## config.mk

```make
export PLATFORM = sky130hd
export DESIGN_NAME = clk_switch_ctrl
export DESIGN_NICKNAME = d
export VERILOG_FILES = /design/src/clk_switch_pkg.sv /design/src/wait_timer.sv /design/src/clk_switch_ctrl.sv
export SDC_FILE = /design/constraint.sdc
export NUM_CORES = 1
export LEC_CHECK = 0
export BUFFER_PORTS_ARGS = -buffer_cell sky130_fd_sc_hd__buf_2
export CAP_MARGIN = 10
export CORE_ASPECT_RATIO = 1.1
export CORE_MARGIN = 2
export CORE_UTILIZATION = 25
export CTS_CLUSTER_DIAMETER = 150
export DETAILED_ROUTE_END_ITERATION = 10
export GPL_TIMING_DRIVEN = 1
export SLEW_MARGIN = 0
export SYNTH_ARGS = -nofsm -noshare
export SYNTH_HDL_FRONTEND = slang
export SYNTH_SLANG_ARGS = --single-unit
```

## constraint.sdc

```tcl
create_clock -name clk_i -period 3.2 [get_ports clk_i]
set_clock_uncertainty 0.2 [all_clocks]
set_input_delay 0.32 -clock clk_i [delete_from_list [all_inputs] [get_ports clk_i]]
set_output_delay 0.32 -clock clk_i [all_outputs]
set_load 0.01 [all_outputs]
```

## src/clk_switch_pkg.sv

```systemverilog
// constants, register map and types for the cpu clock switch controller
// assumes an 8-bit register port on the device with a 2-bit word address
package clk_switch_pkg;

    // host clock period and derived waits
    localparam int CLK_PERIOD_NS = 4;
    localparam int HOCO_ACC_NS = 65000;
    // least wait, so round up to whole cycles
    localparam int HOCO_ACC_CYCLES = (HOCO_ACC_NS + CLK_PERIOD_NS - 1) / CLK_PERIOD_NS;
    localparam int OSC_STAB_CYCLES = 8192;
    localparam int POLL_LIMIT = 64;
    localparam int TMR_W = 24;
    localparam int POLL_W = 16;

    // device register word addresses
    localparam logic [1:0] ADDR_SYS_CLK_SEL = 2'h0;
    localparam logic [1:0] ADDR_OSC_STOP = 2'h1;
    localparam logic [1:0] ADDR_OSC_MODE = 2'h2;

    // system_clock_select fields
    localparam int CPU_SRC_STATUS_BIT = 7;
    localparam int CPU_SRC_SEL_BIT = 6;
    localparam int MAIN_SRC_STATUS_BIT = 5;
    localparam int MAIN_SRC_SEL_BIT = 4;
    // stop register fields
    localparam int ONCHIP_STOP_BIT = 0;
    localparam int HS_STOP_BIT = 7;
    localparam int SUB_STOP_BIT = 6;
    // oscillator mode register fields
    localparam int EXT_MAIN_BIT = 7;
    localparam int HS_MODE_BIT = 6;
    localparam int EXT_SUB_BIT = 5;
    localparam int SUB_MODE_BIT = 4;

    // reset views of the device registers
    localparam logic [7:0] STOP_RST = 8'hC0;
    localparam logic [7:0] MODE_RST = 8'h00;
    localparam logic [7:0] SYS_CLK_RST = 8'h00;

    typedef enum logic [2:0] {
        SRC_HOCO = 3'h0,
        SRC_XTAL_MAIN = 3'h1,
        SRC_EXT_MAIN = 3'h2,
        SRC_XTAL_SUB = 3'h3,
        SRC_EXT_SUB = 3'h4
    } src_t;

    typedef enum logic [2:0] {
        ST_IDLE = 3'h0,
        ST_MODE = 3'h1,
        ST_START = 3'h2,
        ST_STAB = 3'h3,
        ST_SEL_MAIN = 3'h4,
        ST_SEL_CPU = 3'h5,
        ST_RD = 3'h6,
        ST_WAIT = 3'h7
    } state_t;

endpackage : clk_switch_pkg

```

## src/wait_timer.sv

```systemverilog
// down-counter that holds busy for a loaded number of cycles
// assumes the caller loads it once and waits for busy to fall
`timescale 1ns/1ps
`default_nettype none
module wait_timer #(
    parameter int W = 24
) (
    input wire logic clk_i,
    input wire logic rstn_i,
    input wire logic ce_i,
    input wire logic load_i,
    input wire logic [W-1:0] len_i,
    output logic busy_o
);
    typedef struct packed {
        logic [W-1:0] cnt;
    } tmr_state_t;

    tmr_state_t s_q;
    tmr_state_t s_d;

    // load wins over counting so a fresh wait is never shortened
    always_comb begin
        s_d = s_q;
        if (load_i) begin
            s_d.cnt = len_i;
        end else if (s_q.cnt != '0) begin
            s_d.cnt = s_q.cnt - W'(1);
        end
    end

    always_ff @(posedge clk_i or negedge rstn_i) begin
        if (!rstn_i) begin
            s_q <= '0;
        end else if (ce_i) begin
            s_q <= s_d;
        end
    end

    assign busy_o = (s_q.cnt != '0);
endmodule : wait_timer
`default_nettype wire

```

## src/clk_switch_ctrl.sv

```systemverilog
// host-side sequencer that moves the device cpu clock between sources
// assumes single-cycle register writes and a read answered by rdata valid
//
// What this block does
// - stop on-chip oscillator only when main or cpu status reads 1.
// - stop high-speed clock only when main status 0 or cpu 1.
// - stop subsystem clock only while cpu status reads 0.
// - before main crystal: mode 1, external 0, running, stabilisation waited.
// - before external main input: mode 1, external 1, running.
// - before sub crystal: mode 1, external 0, running, stabilisation waited.
// - before external sub input: mode 1, external 1, running.
// - before on-chip oscillator: clear its stop, wait accuracy time.
// - leaving subsystem, wanted main source already running and selected.
// - stop old source only after status confirms the change.
`timescale 1ns/1ps
`default_nettype none
module clk_switch_ctrl
    import clk_switch_pkg::*;
#(
    parameter int HOCO_WAIT = clk_switch_pkg::HOCO_ACC_CYCLES,
    parameter int XTAL_WAIT = clk_switch_pkg::OSC_STAB_CYCLES,
    parameter int POLLS = clk_switch_pkg::POLL_LIMIT
) (
    input wire logic clk_i,
    input wire logic rstn_i,
    input wire logic ce_i,
    input wire logic cmd_valid_i,
    input wire clk_switch_pkg::src_t cmd_target_i,
    output logic cmd_ready_o,
    output logic done_o,
    output logic err_o,
    output clk_switch_pkg::src_t cur_src_o,
    output logic dev_wr_o,
    output logic dev_rd_o,
    output logic [1:0] dev_addr_o,
    output logic [7:0] dev_wdata_o,
    input wire logic [7:0] dev_rdata_i,
    input wire logic dev_rvalid_i
);
    import clk_switch_pkg::*;

    typedef struct packed {
        state_t st;
        src_t cur;
        src_t tgt;
        logic ph;
        logic [7:0] mode;
        logic [7:0] stop;
        logic [7:0] csel; // select register shadow, refreshed by each read
        logic [POLL_W-1:0] polls;
        logic wr;
        logic rd;
        logic [1:0] addr;
        logic [7:0] wdata;
        logic ready;
        logic done;
        logic err;
    } ctrl_state_t;

    ctrl_state_t s_q;
    ctrl_state_t s_d;
    logic tmr_load;
    logic [TMR_W-1:0] tmr_len;
    logic tmr_busy;

    function automatic logic is_sub(input src_t s);
        return (s == SRC_XTAL_SUB) || (s == SRC_EXT_SUB);
    endfunction : is_sub

    function automatic logic is_hs(input src_t s);
        return (s == SRC_XTAL_MAIN) || (s == SRC_EXT_MAIN);
    endfunction : is_hs

    function automatic logic is_ext(input src_t s);
        return (s == SRC_EXT_MAIN) || (s == SRC_EXT_SUB);
    endfunction : is_ext

    // a group already set up in the other flavour cannot be reused
    function automatic logic conflict(input src_t s, input logic [7:0] m);
        if (is_hs(s)) begin
            return m[HS_MODE_BIT] && (m[EXT_MAIN_BIT] != is_ext(s));
        end
        if (is_sub(s)) begin
            return m[SUB_MODE_BIT] && (m[EXT_SUB_BIT] != is_ext(s));
        end
        return 1'b0;
    endfunction : conflict

    // stop guard per old source, taken from the last status read
    function automatic logic may_stop(input src_t s, input logic [7:0] c);
        if (is_sub(s)) begin
            return !c[CPU_SRC_STATUS_BIT];
        end
        if (is_hs(s)) begin
            return !c[MAIN_SRC_STATUS_BIT] || c[CPU_SRC_STATUS_BIT];
        end
        return c[MAIN_SRC_STATUS_BIT] || c[CPU_SRC_STATUS_BIT];
    endfunction : may_stop

    function automatic int stop_bit(input src_t s);
        if (is_sub(s)) begin
            return SUB_STOP_BIT;
        end
        if (is_hs(s)) begin
            return HS_STOP_BIT;
        end
        return ONCHIP_STOP_BIT;
    endfunction : stop_bit

    // sequencer: configure, start, settle, select, confirm, stop old
    always_comb begin
        s_d = s_q;
        s_d.wr = 1'b0;
        s_d.rd = 1'b0;
        s_d.done = 1'b0;
        tmr_load = 1'b0;
        tmr_len = '0;
        case (s_q.st)
            ST_IDLE: begin
                if (cmd_valid_i) begin
                    s_d.tgt = cmd_target_i;
                    s_d.err = 1'b0;
                    if (cmd_target_i == s_q.cur) begin
                        s_d.done = 1'b1;
                    end else if (conflict(cmd_target_i, s_q.mode)) begin
                        s_d.err = 1'b1;
                        s_d.done = 1'b1;
                    end else begin
                        s_d.st = ST_MODE;
                    end
                end
            end
            ST_MODE: begin
                // mode bits written before any start so the pins are set up first
                if (is_hs(s_q.tgt)) begin
                    s_d.mode[HS_MODE_BIT] = 1'b1;
                    s_d.mode[EXT_MAIN_BIT] = is_ext(s_q.tgt);
                end else if (is_sub(s_q.tgt)) begin
                    s_d.mode[SUB_MODE_BIT] = 1'b1;
                    s_d.mode[EXT_SUB_BIT] = is_ext(s_q.tgt);
                end
                s_d.wr = 1'b1;
                s_d.addr = ADDR_OSC_MODE;
                s_d.wdata = s_d.mode;
                s_d.st = ST_START;
            end
            ST_START: begin
                s_d.stop[stop_bit(s_q.tgt)] = 1'b0;
                s_d.wr = 1'b1;
                s_d.addr = ADDR_OSC_STOP;
                s_d.wdata = s_d.stop;
                tmr_load = 1'b1;
                // external inputs need no settling, crystals and on-chip do
                if (s_q.tgt == SRC_HOCO) begin
                    tmr_len = TMR_W'(HOCO_WAIT);
                end else if (!is_ext(s_q.tgt)) begin
                    tmr_len = TMR_W'(XTAL_WAIT);
                end
                s_d.st = ST_STAB;
            end
            ST_STAB: begin
                if (!tmr_busy) begin
                    s_d.st = is_sub(s_q.tgt) ? ST_SEL_CPU : ST_SEL_MAIN;
                end
            end
            ST_SEL_MAIN: begin
                // main source chosen first so leaving the sub clock is safe
                s_d.csel[MAIN_SRC_SEL_BIT] = is_hs(s_q.tgt);
                s_d.wr = 1'b1;
                s_d.addr = ADDR_SYS_CLK_SEL;
                s_d.wdata = s_d.csel;
                s_d.ph = 1'b0;
                s_d.polls = '0;
                s_d.st = ST_RD;
            end
            ST_SEL_CPU: begin
                s_d.csel[CPU_SRC_SEL_BIT] = is_sub(s_q.tgt);
                s_d.wr = 1'b1;
                s_d.addr = ADDR_SYS_CLK_SEL;
                s_d.wdata = s_d.csel;
                s_d.ph = 1'b1;
                s_d.polls = '0;
                s_d.st = ST_RD;
            end
            ST_RD: begin
                s_d.rd = 1'b1;
                s_d.addr = ADDR_SYS_CLK_SEL;
                s_d.st = ST_WAIT;
            end
            ST_WAIT: begin
                if (dev_rvalid_i) begin
                    s_d.csel = dev_rdata_i;
                    if (!s_q.ph && (dev_rdata_i[MAIN_SRC_STATUS_BIT] == is_hs(s_q.tgt))) begin
                        s_d.st = ST_SEL_CPU;
                    end else if (s_q.ph &&
                                 (dev_rdata_i[CPU_SRC_STATUS_BIT] == is_sub(s_q.tgt))) begin
                        // change confirmed, old source may now be stopped
                        s_d.cur = s_q.tgt;
                        s_d.done = 1'b1;
                        s_d.st = ST_IDLE;
                        if (may_stop(s_q.cur, dev_rdata_i)) begin
                            s_d.stop[stop_bit(s_q.cur)] = 1'b1;
                            s_d.wr = 1'b1;
                            s_d.addr = ADDR_OSC_STOP;
                            s_d.wdata = s_d.stop;
                        end
                    end else if (s_q.polls == POLL_W'(POLLS - 1)) begin
                        // switch latency is bounded, so a long wait means a fault
                        s_d.err = 1'b1;
                        s_d.done = 1'b1;
                        s_d.st = ST_IDLE;
                    end else begin
                        s_d.polls = s_q.polls + POLL_W'(1);
                        s_d.st = ST_RD;
                    end
                end
            end
            default: begin
                s_d.st = ST_IDLE;
            end
        endcase
        s_d.ready = (s_d.st == ST_IDLE);
    end

    always_ff @(posedge clk_i or negedge rstn_i) begin
        if (!rstn_i) begin
            s_q <= '{st: ST_IDLE, cur: SRC_HOCO, tgt: SRC_HOCO, ph: 1'b0,
                     mode: MODE_RST, stop: STOP_RST, csel: SYS_CLK_RST,
                     polls: '0, wr: 1'b0, rd: 1'b0, addr: 2'h0, wdata: 8'h00,
                     ready: 1'b1, done: 1'b0, err: 1'b0};
        end else if (ce_i) begin
            s_q <= s_d;
        end
    end

    wait_timer #(.W(TMR_W)) u_wait (
        .clk_i(clk_i),
        .rstn_i(rstn_i),
        .ce_i(ce_i),
        .load_i(tmr_load),
        .len_i(tmr_len),
        .busy_o(tmr_busy)
    );

    // outputs straight from the state register
    assign cmd_ready_o = s_q.ready;
    assign done_o = s_q.done;
    assign err_o = s_q.err;
    assign cur_src_o = s_q.cur;
    assign dev_wr_o = s_q.wr;
    assign dev_rd_o = s_q.rd;
    assign dev_addr_o = s_q.addr;
    assign dev_wdata_o = s_q.wdata;

    property p_cpu_sel_write;
        @(posedge clk_i) disable iff (!rstn_i)
        (s_q.wr && s_q.addr == ADDR_SYS_CLK_SEL && s_q.ph && s_q.st == ST_RD)
            |-> (s_q.wdata[CPU_SRC_SEL_BIT] == is_sub(s_q.tgt));
    endproperty
    a_cpu_sel_write: assert property (p_cpu_sel_write)
        else $error("cpu select bit wrong");

    property p_cpu_confirm;
        @(posedge clk_i) disable iff (!rstn_i)
        (ce_i && s_q.st == ST_WAIT && dev_rvalid_i && s_q.ph &&
         dev_rdata_i[CPU_SRC_STATUS_BIT] == is_sub(s_q.tgt))
            |=> (s_q.st == ST_IDLE && done_o && cur_src_o == $past(s_q.tgt));
    endproperty
    a_cpu_confirm: assert property (p_cpu_confirm)
        else $error("cpu status not honoured");

    property p_main_confirm;
        @(posedge clk_i) disable iff (!rstn_i)
        (ce_i && s_q.st == ST_WAIT && dev_rvalid_i && !s_q.ph &&
         dev_rdata_i[MAIN_SRC_STATUS_BIT] == is_hs(s_q.tgt)) |=> (s_q.st == ST_SEL_CPU);
    endproperty
    a_main_confirm: assert property (p_main_confirm)
        else $error("main status not honoured");

    property p_onchip_stop;
        @(posedge clk_i) disable iff (!rstn_i)
        $rose(s_q.stop[ONCHIP_STOP_BIT])
            |-> (s_q.csel[MAIN_SRC_STATUS_BIT] || s_q.csel[CPU_SRC_STATUS_BIT]);
    endproperty
    a_onchip_stop: assert property (p_onchip_stop)
        else $error("on-chip stopped while in use");

    property p_hs_stop;
        @(posedge clk_i) disable iff (!rstn_i)
        $rose(s_q.stop[HS_STOP_BIT])
            |-> (!s_q.csel[MAIN_SRC_STATUS_BIT] || s_q.csel[CPU_SRC_STATUS_BIT]);
    endproperty
    a_hs_stop: assert property (p_hs_stop)
        else $error("high-speed stopped while in use");

    property p_sub_stop;
        @(posedge clk_i) disable iff (!rstn_i)
        $rose(s_q.stop[SUB_STOP_BIT]) |-> !s_q.csel[CPU_SRC_STATUS_BIT];
    endproperty
    a_sub_stop: assert property (p_sub_stop)
        else $error("sub clock stopped while in use");

    property p_main_ready;
        @(posedge clk_i) disable iff (!rstn_i)
        (s_q.st == ST_SEL_MAIN && is_hs(s_q.tgt))
            |-> (s_q.mode[HS_MODE_BIT] && s_q.mode[EXT_MAIN_BIT] == is_ext(s_q.tgt)
                 && !s_q.stop[HS_STOP_BIT] && !tmr_busy);
    endproperty
    a_main_ready: assert property (p_main_ready)
        else $error("high-speed source not prepared");

    property p_sub_ready;
        @(posedge clk_i) disable iff (!rstn_i)
        (s_q.st == ST_SEL_CPU && is_sub(s_q.tgt))
            |-> (s_q.mode[SUB_MODE_BIT] && s_q.mode[EXT_SUB_BIT] == is_ext(s_q.tgt)
                 && !s_q.stop[SUB_STOP_BIT] && !tmr_busy);
    endproperty
    a_sub_ready: assert property (p_sub_ready)
        else $error("sub source not prepared");

    property p_leave_sub;
        @(posedge clk_i) disable iff (!rstn_i)
        (s_q.st == ST_SEL_CPU && !is_sub(s_q.tgt))
            |-> (s_q.csel[MAIN_SRC_STATUS_BIT] == is_hs(s_q.tgt));
    endproperty
    a_leave_sub: assert property (p_leave_sub)
        else $error("main source not selected first");

    property p_conflict;
        @(posedge clk_i) disable iff (!rstn_i)
        (ce_i && s_q.st == ST_IDLE && cmd_valid_i && cmd_target_i != s_q.cur &&
         conflict(cmd_target_i, s_q.mode)) |=> (err_o && done_o && s_q.st == ST_IDLE);
    endproperty
    a_conflict: assert property (p_conflict)
        else $error("unsupported swap not refused");
endmodule : clk_switch_ctrl
`default_nettype wire

```

==> summary.txt, run 1 <==
Finish
  – Number of filler instances in the final layout: 2,016
  – Sequential standard cell area: 0.00203 mm^2
  – Area growth from synthesis to layout: 13.1%
  – Area of the multi-input gates: about 0.0026 mm^2
  – Final nets: 573
  – Layout cell share with drive strength beyond 1: 0.195
  – Final std cells w/o fill: about 810
  – Number of antenna cells inserted: 0
  – Summed area of non-filler cells in the final layout: approximately 0.0056 mm^2

Timing
  – Worst-Margin Slew: about 1000 ps
  – Setup violators final: 0
  – Setup repair after global routing missed its margin: false
  – Number of pins exceeding their max-slew limit in the final report: 0
  – Highest achievable clock rate: around 0.35 GHz
  – Final Hold Violating Endpoints: 28
  – Min Hold Slack: -28.7 ps
  – Post-route minimum period: between 2000 and 3000 ps
  – Post-route fraction of the period consumed by the critical path: 0.888
  – Sum of negative setup slack: 0 ps
  – Max_slew headroom: 0.302

Floorplan
  – Effective utilization at floorplan: 0.256
  – Area of the die: roughly 0.021 mm^2
  – Total I/O pin count: 34
  – Number of core rows: 53
  – Die boundary height: 151 um
  – Placeable core region: 0.0192 mm^2
  – Die X-Extent: roughly 140 um

Logic synthesis
  – Number of distinct library cell variants in the gate-level netlist after synthesis: 59
  – Flop and latch count out of synthesis: between 80 and 90
  – Cell types with the largest area share after synthesis: sky130_fd_sc_hd__dfrtp_1, sky130_fd_sc_hd__mux2_2, sky130_fd_sc_hd__nor2_1, sky130_fd_sc_hd__o31ai_1, sky130_fd_sc_hd__nand2_1
  – Share of the yosys chip area belonging to registers: 0.413
  – Avg Synthesized Cell Area: 9.08 um^2
  – Number of cells produced by synthesis: 541
  – Post-synth top cells: sky130_fd_sc_hd__dfrtp_1, sky130_fd_sc_hd__nor2_1, sky130_fd_sc_hd__nand2_1
  – Yosys top cell by area: sky130_fd_sc_hd__dfrtp_1
  – Most used flip-flop cell after synthesis: sky130_fd_sc_hd__dfrtp_1
  – Most common cell in the netlist: sky130_fd_sc_hd__dfrtp_1
  – Share of the synthesized area in the top cell type: 0.397
  – Net count of the mapped netlist: about 560
  – Count of synthesis-stage warnings from yosys: 0
  – Number of flops mapped to enable cells by yosys: 0
  – Cell Area, Synth: roughly 0.0049 mm^2
  – FFs w/ async S/R, synth: 1.00

Global route
  – Initial antenna violation count: 0
  – Pin count of the biggest net entering global routing: 82
  – Aggregate global-route resource usage: 0.126
  – Vias in the first global route: between 3,000 and 4,000
  – Wire length of the first global-routing pass: around 20 mm
  – Total global routing overflow: 0

Pwr
  – Overall power of the completed layout: around 4.3 mW
  – IR Drop Worst-Case VDD: around 0.36 mV
  – Switching share of power: 0.388
  – Fraction of power consumed by sequential logic: 0.364
  – Leakage: 2.38 nW
  – Design internal power: about 2.6 mW
  – Power dissipated by switching net loads: ~1.7 mW
  – Pwr per Cell Area: roughly 780 mW/mm^2
  – Clock network fraction of design power: 0.235
  – Comb pwr share: 0.401

Clocking
  – Buffer depth of the longest clock path: 2
  – Total of cells resized after clock tree synthesis: 0
  – Clock transition at the registers of the reported paths: roughly 60 ps
  – Clock latency of the later-clocked register in the worst-skew pair: approximately 340 ps
  – Num Clock Sinks: 81
  – Root Driver: sky130_fd_sc_hd__clkbuf_16
  – TritonCTS clock tree: done
  – Num CTS Buffers: 9
  – Setup repair bufs after CTS: 0
  – H-tree depth: 3
  – Hold_buf cts: 0

Flow run
  – Number of violations of the max-capacitance limit: 0

Detailed routing
  – Post-detailed-route DRC marker count: 0
  – Via-per-instance ratio: between 5 and 6
  – Initial DRC Count: approximately 420
  – Count of nets left with antenna violations after detail routing: 0
  – Drt total wl: 12.4 mm
  – Drt first pass iters: 5
  – Detail-routed net length per standard cell: ~15 um
  – Vias after detailed routing: 4,039

Critical path
  – Capture point of the worst reg-to-reg path: dev_wdata_o[4]
  – Crit Reg-Reg Startpoint: s_q[58]
  – Category of the most critical setup path: reg2reg
  – Critical Path RT: ~3200 ps
  – Crit end category: flip-flop
  – Reg2Reg Setup Slack: 360 ps
  – Arrival time reported for the critical path endpoint: between 2000 and 3000 ps
  – Depth of the worst register-to-register path: 7
  – Worst Setup Start Kind: flip-flop
  – Top fanout value on the critical path: 12

Status
  – Violated checks: negative hold slack
  – Outcome: finished with violations

Placement
  – Port Buffer Count: 33
  – Cell total after placement: roughly 800
  – Half-perimeter wire length after placement: slightly below 9 mm
  – Placement Cell Area: between 0.005 and 0.006 mm^2
  – RePlAce Congestion: 0.850

Worst hold path
  – HP Class: in2async
## power by group through the flow
stage / Combinational, mW / Clock [mW] / Sequential [mW]
2_1_floorplan: 1.39 / 0 / 1.47
3_3_place_gp: 1.72 / 0 / 1.59
3_5_place_dp: 1.73 / 0 / 1.59
6_report: 1.73 / 1.02 / 1.57
4_1_cts: 1.74 / 1.04 / 1.57
5_1_grt: 1.92 / 1.09 / 1.62
## through the flow
| stage | utilization | hold WS [ps] | worst slack [ps] |
|---|---|---|---|
| 5_1_grt | 0.290 | 11.2 | 173 |
| 4_1_cts | 0.290 | 10.2 | 391 |
| 3_5_place_dp | 0.275 | 194 | 424 |
| 6_report | 0.290 | -28.7 | 358 |
| 2_1_floorplan | - | -176 | 668 |
| 3_3_place_gp | 0.275 | 186 | 512 |
## placed cells by master (no fill, tap or decap), types with 17 or more instances in the layout
master                    synthesis  final
sky130_fd_sc_hd__a21oi_1         26     26
sky130_fd_sc_hd__mux2_2          19     19
sky130_fd_sc_hd__nor2_1          55     55
sky130_fd_sc_hd__nand2_1         37     37
sky130_fd_sc_hd__buf_4           14     22
sky130_fd_sc_hd__o21ai_0         27     27
sky130_fd_sc_hd__nand3_1         18     18
sky130_fd_sc_hd__o31ai_1         20     20
sky130_fd_sc_hd__buf_2            4     32
sky130_fd_sc_hd__dfrtp_1         78     78
sky130_fd_sc_hd__nor3_1          17     17
## state kept, by name (all words and copies together), names as in the netlist
| signal | flops |
|---|---|
| cmd_ready_o | 1 |
| dev_addr_o | 2 |
| dev_wr_o | 1 |
| s_q | 39 |
| u_wait.s_q | 24 |
| cur_src_o | 3 |
| dev_rd_o | 1 |
| dev_wdata_o | 8 |
| err_o | 1 |
| done_o | 1 |
## metal layers
layer | vias to the layer above | global-route usage | wire (um)
li1 | 1983 | - | -
met1 | 1969 | 0.170 | 5700
met2 | 83 | 0.201 | 6050
met3 | 4 | 0.0224 | 507
met4 | 0 | 0.0438 | 130
met5 | - | 0 | 0
## worst max path at each step
stage | from | to
floorplan | u_wait.s_q[0] | u_wait.s_q[13]
detailed placement | s_q[58] | dev_wdata_o[5]
finish | s_q[58] | dev_wdata_o[4]
global placement | s_q[58] | s_q[30]
CTS | s_q[58] | dev_wdata_o[7]
global route | u_wait.s_q[0] | u_wait.s_q[9]
## cell type report
type / count / share of cell area
well taps: 247 / 0.0556
inverters: 14 / 0.00946
repair buffers: 54 / 0.0585
multi-input cells: 395 / 0.460
flip-flops and latches: 81 / 0.365
clock inverters: 4 / 0.00810
clock buffers: 10 / 0.0430
## cell families (layout without fill, tap and decap cells)
| kind of cell | after synthesis | count (layout) | synth area share |
|---|---|---|---|
| adder cells (fa/ha/maj) | 2 | 2 | 0.00509 |
| AO/OA/AOI/OAI | 142 | 142 | 0.202 |
| XOR/XNOR | 18 | 18 | 0.0321 |
| buffers and inverters | 65 | 82 | 0.0675 |
| flip-flops | 81 | 81 | 0.413 |
| multiplexers | 23 | 23 | 0.0517 |
| AND/OR/NAND/NOR | 210 | 210 | 0.228 |
## worst max-delay path, cell delays in order, from the launching register on
cell and delay (ps):
sky130_fd_sc_hd__dfrtp_1 590, sky130_fd_sc_hd__nor3b_1 420, sky130_fd_sc_hd__a21oi_2 150, sky130_fd_sc_hd__nor4_1 440, sky130_fd_sc_hd__o31ai_2 170, sky130_fd_sc_hd__o21bai_1 240, sky130_fd_sc_hd__buf_4 180, sky130_fd_sc_hd__mux2_2 330
No activity file was read; power rests on OpenSTA's default activity.
==> run 2: changes to the inputs <==
--- a/config.mk
+++ b/config.mk
@@ -5,7 +5,7 @@
 export SDC_FILE = /design/constraint.sdc
 export NUM_CORES = 1
 export LEC_CHECK = 0
-export BUFFER_PORTS_ARGS = -buffer_cell sky130_fd_sc_hd__buf_2
+export BUFFER_PORTS_ARGS = -buffer_cell sky130_fd_sc_hd__clkbuf_2
 export CAP_MARGIN = 10
 export CORE_ASPECT_RATIO = 1.1
 export CORE_MARGIN = 2
==> summary.txt, run 2 (same netlist as run 1, synthesis figures left out) <==
Timing
  – Min Hold Slack: -63.3 ps (-34.5 ps)
  – Number of pins exceeding their max-slew limit in the final report: 0 (unchanged)
  – Setup violators final: 0 (unchanged)
  – Highest achievable clock rate: 0.355 GHz (+0.78%)
  – Sum of negative setup slack: 0 ps (unchanged)
  – Post-route minimum period: 2820 ps (-22.0 ps)
  – Final Hold Violating Endpoints: 32 (+14%)
  – Worst-Margin Slew: 1090 ps (+42.6 ps)
  – Post-route fraction of the period consumed by the critical path: 0.881 (-0.00689)
  – Max_slew headroom: 0.273 (-0.0284)
  – Setup repair after global routing missed its margin: false

Finish
  – Core utilization of the finished layout: 0.293 (+0.00326)
  – Number of filler instances in the final layout: 2,005 (-0.55%)
  – Sequential standard cell area: 0.00203 mm^2 (unchanged)
  – Number of antenna cells inserted: 0 (unchanged)
  – Highest-count cells in the layout ignoring fill and taps: sky130_fd_sc_hd__dfrtp_1, sky130_fd_sc_hd__nor2_1, sky130_fd_sc_hd__nand2_1
  – Layout cell share with drive strength beyond 1: 0.194 (-0.00104)
  – Final nets: 574 (+0.17%)
  – Register bank with the most flops: s_q
  – Area of the multi-input gates: 0.00256 mm^2 (unchanged)
  – Area growth from synthesis to layout: 14.4%
  – Final std cells w/o fill: 808 (+0.37%)
  – Leading cell type in the layout, fill and taps excluded: sky130_fd_sc_hd__dfrtp_1
  – Number of flip-flops in the largest register: 39 (unchanged)

Floorplan
  – Effective utilization at floorplan: 0.256 (unchanged)
  – Die X-Extent: 138 um (unchanged)
  – Die boundary height: 151 um (unchanged)
  – Area of the die: 0.0208 mm^2 (unchanged)
  – Placeable core region: 0.0192 mm^2 (unchanged)
  – Number of core rows: 53 (unchanged)
  – Total I/O pin count: 34 (unchanged)

Flow run
  – Number of violations of the max-capacitance limit: 0 (unchanged)

Detailed routing
  – Count of nets left with antenna violations after detail routing: 0 (unchanged)
  – Detail-routed net length per standard cell: 15.4 um (about the same)
  – Initial DRC Count: 333 (-20%)
  – Vias after detailed routing: 4,053 (+0.35%)
  – Post-detailed-route DRC marker count: 0 (unchanged)
  – Via-per-instance ratio: 5.02 (about the same)
  – Drt total wl: 12.4 mm (+0.42%)
  – Drt first pass iters: 4 (-1)

Clocking
  – Num CTS Buffers: 9 (unchanged)
  – Clock transition at the registers of the reported paths: 60 ps (about the same)
  – Total of cells resized after clock tree synthesis: 0 (unchanged)
  – Buffer depth of the longest clock path: 2 (unchanged)
  – Num Clock Sinks: 81 (unchanged)
  – Setup repair bufs after CTS: 0 (unchanged)
  – TritonCTS clock tree: done
  – Root Driver: sky130_fd_sc_hd__clkbuf_16
  – Clock latency of the later-clocked register in the worst-skew pair: 350 ps (about the same)
  – Hold_buf cts: 1 (+1)
  – H-tree depth: 3 (unchanged)

Global route
  – Most heavily used metal layer in global routing: met2
  – Initial antenna violation count: 0 (unchanged)
  – Routing usage on met3: 0.0284 (+0.00602)
  – Pin count of the biggest net entering global routing: 82 (unchanged)
  – Total global routing overflow: 0 (unchanged)
  – Aggregate global-route resource usage: 0.127 (+0.00129)
  – Wire length of the first global-routing pass: 20.4 mm (-0.34%)
  – Global-route track usage on met2: 0.203 (+0.00174)
  – Met1 capacity usage during global routing: 0.165 (-0.00473)
  – Vias in the first global route: 3,838 (-2.7%)

Status
  – Outcome: finished with violations
  – Violated checks: negative hold slack

Critical path
  – Critical Path, Cell by Cell: nor3b_1 -> a21oi_2 -> nor4_1 -> o31ai_2 -> o21bai_1 -> buf_4 -> mux2_2
  – Category of the most critical setup path: reg2reg
  – Arrival time reported for the critical path endpoint: 2860 ps (about the same)
  – Crit end category: flip-flop
  – Slowest CP cell: sky130_fd_sc_hd__dfrtp_1
  – Critical Path RT: 3240 ps (+20 ps)
  – Worst Setup Start Kind: flip-flop
  – Reg2Reg Setup Slack: 380 ps (+20 ps)
  – Maximum single-stage delay on the critical path: 600 ps (about the same)
  – Top fanout value on the critical path: 12 (unchanged)

Pwr
  – IR Drop Worst-Case VDD: 0.259 mV (-28%)
  – Pwr per Cell Area: 802 mW/mm^2 (+3.1%)
  – Leakage: 2.40 nW (+0.82%)

Placement
  – Half-perimeter wire length after placement: 8.69 mm (about the same)
  – Port Buffer Count: 33 (unchanged)
  – Cell total after placement: 791 (unchanged)
  – RePlAce Congestion: 0.817 (-3.9%)

Worst hold path
  – HP Class: in2async
==> run 2: changes by cell type in the layout (fill, tap and decap cells not counted), sizes merged <==
cell	delta
buf	-32
bufinv	+2
clkbuf	+33
clkinv	-1
dlygate4sd3	+1
==> run 2: through the flow <==
step	cell area (um^2)	hold slack (ps)	power, mW	worst slack (ps)
2_1_floorplan	4910	-176	2.86	668
3_3_place_gp	5270	189	3.31	507
3_5_place_dp	5270	190	3.32	397
4_1_cts	5620	12.3	4.53	397
5_1_grt	5620	23.7	4.82	122
6_report	5620	-63.3	4.51	380
==> run 2: routing by layer <==
metal	part of all wire	vias to the layer above
met1	0.47	1970
li1	-	1993
met5	0	-
met3	0.039	14
met2	0.47	76
met4	0.020	0
==> run 2: power by group <==
group | switching [mW] | internal (mW) | total (mW)
clock network | 0.426 | 0.763 | 1.19
logic | 0.979 | 0.737 | 1.72
registers | 0.305 | 1.30 | 1.60
total | 1.71 | 2.80 | 4.51
==> run 2: final timing paths <==
path	start	end	cells after the start
min	rstn_i	u_wait.s_q[19]	1
max in group asynchronous	rstn_i	u_wait.s_q[2]	1
max reg2reg	s_q[58]	dev_wdata_o[7]	7
min in group clk_i	dev_rdata_i[3]	s_q[34]	2
min reg2reg	s_q[40]	s_q[40]	0
max	s_q[58]	dev_wdata_o[7]	7
==> run 2: critical path, delay by kind of cell (launching register included) <==
kind            cells  cell delay, ps
flops               1             600
mux                 1             330
simple gates        2             850
buf+inv             1             190
compound gates      3             540
==> run 2: cell type report <==
cell class,count,share of cell area
multi-input combinational,395,0.455
inverter,14,0.00935
clock inverter,5,0.0185
timing repair buffer,55,0.0597
tap,247,0.0550
clock buffer,11,0.0414
sequential,81,0.361
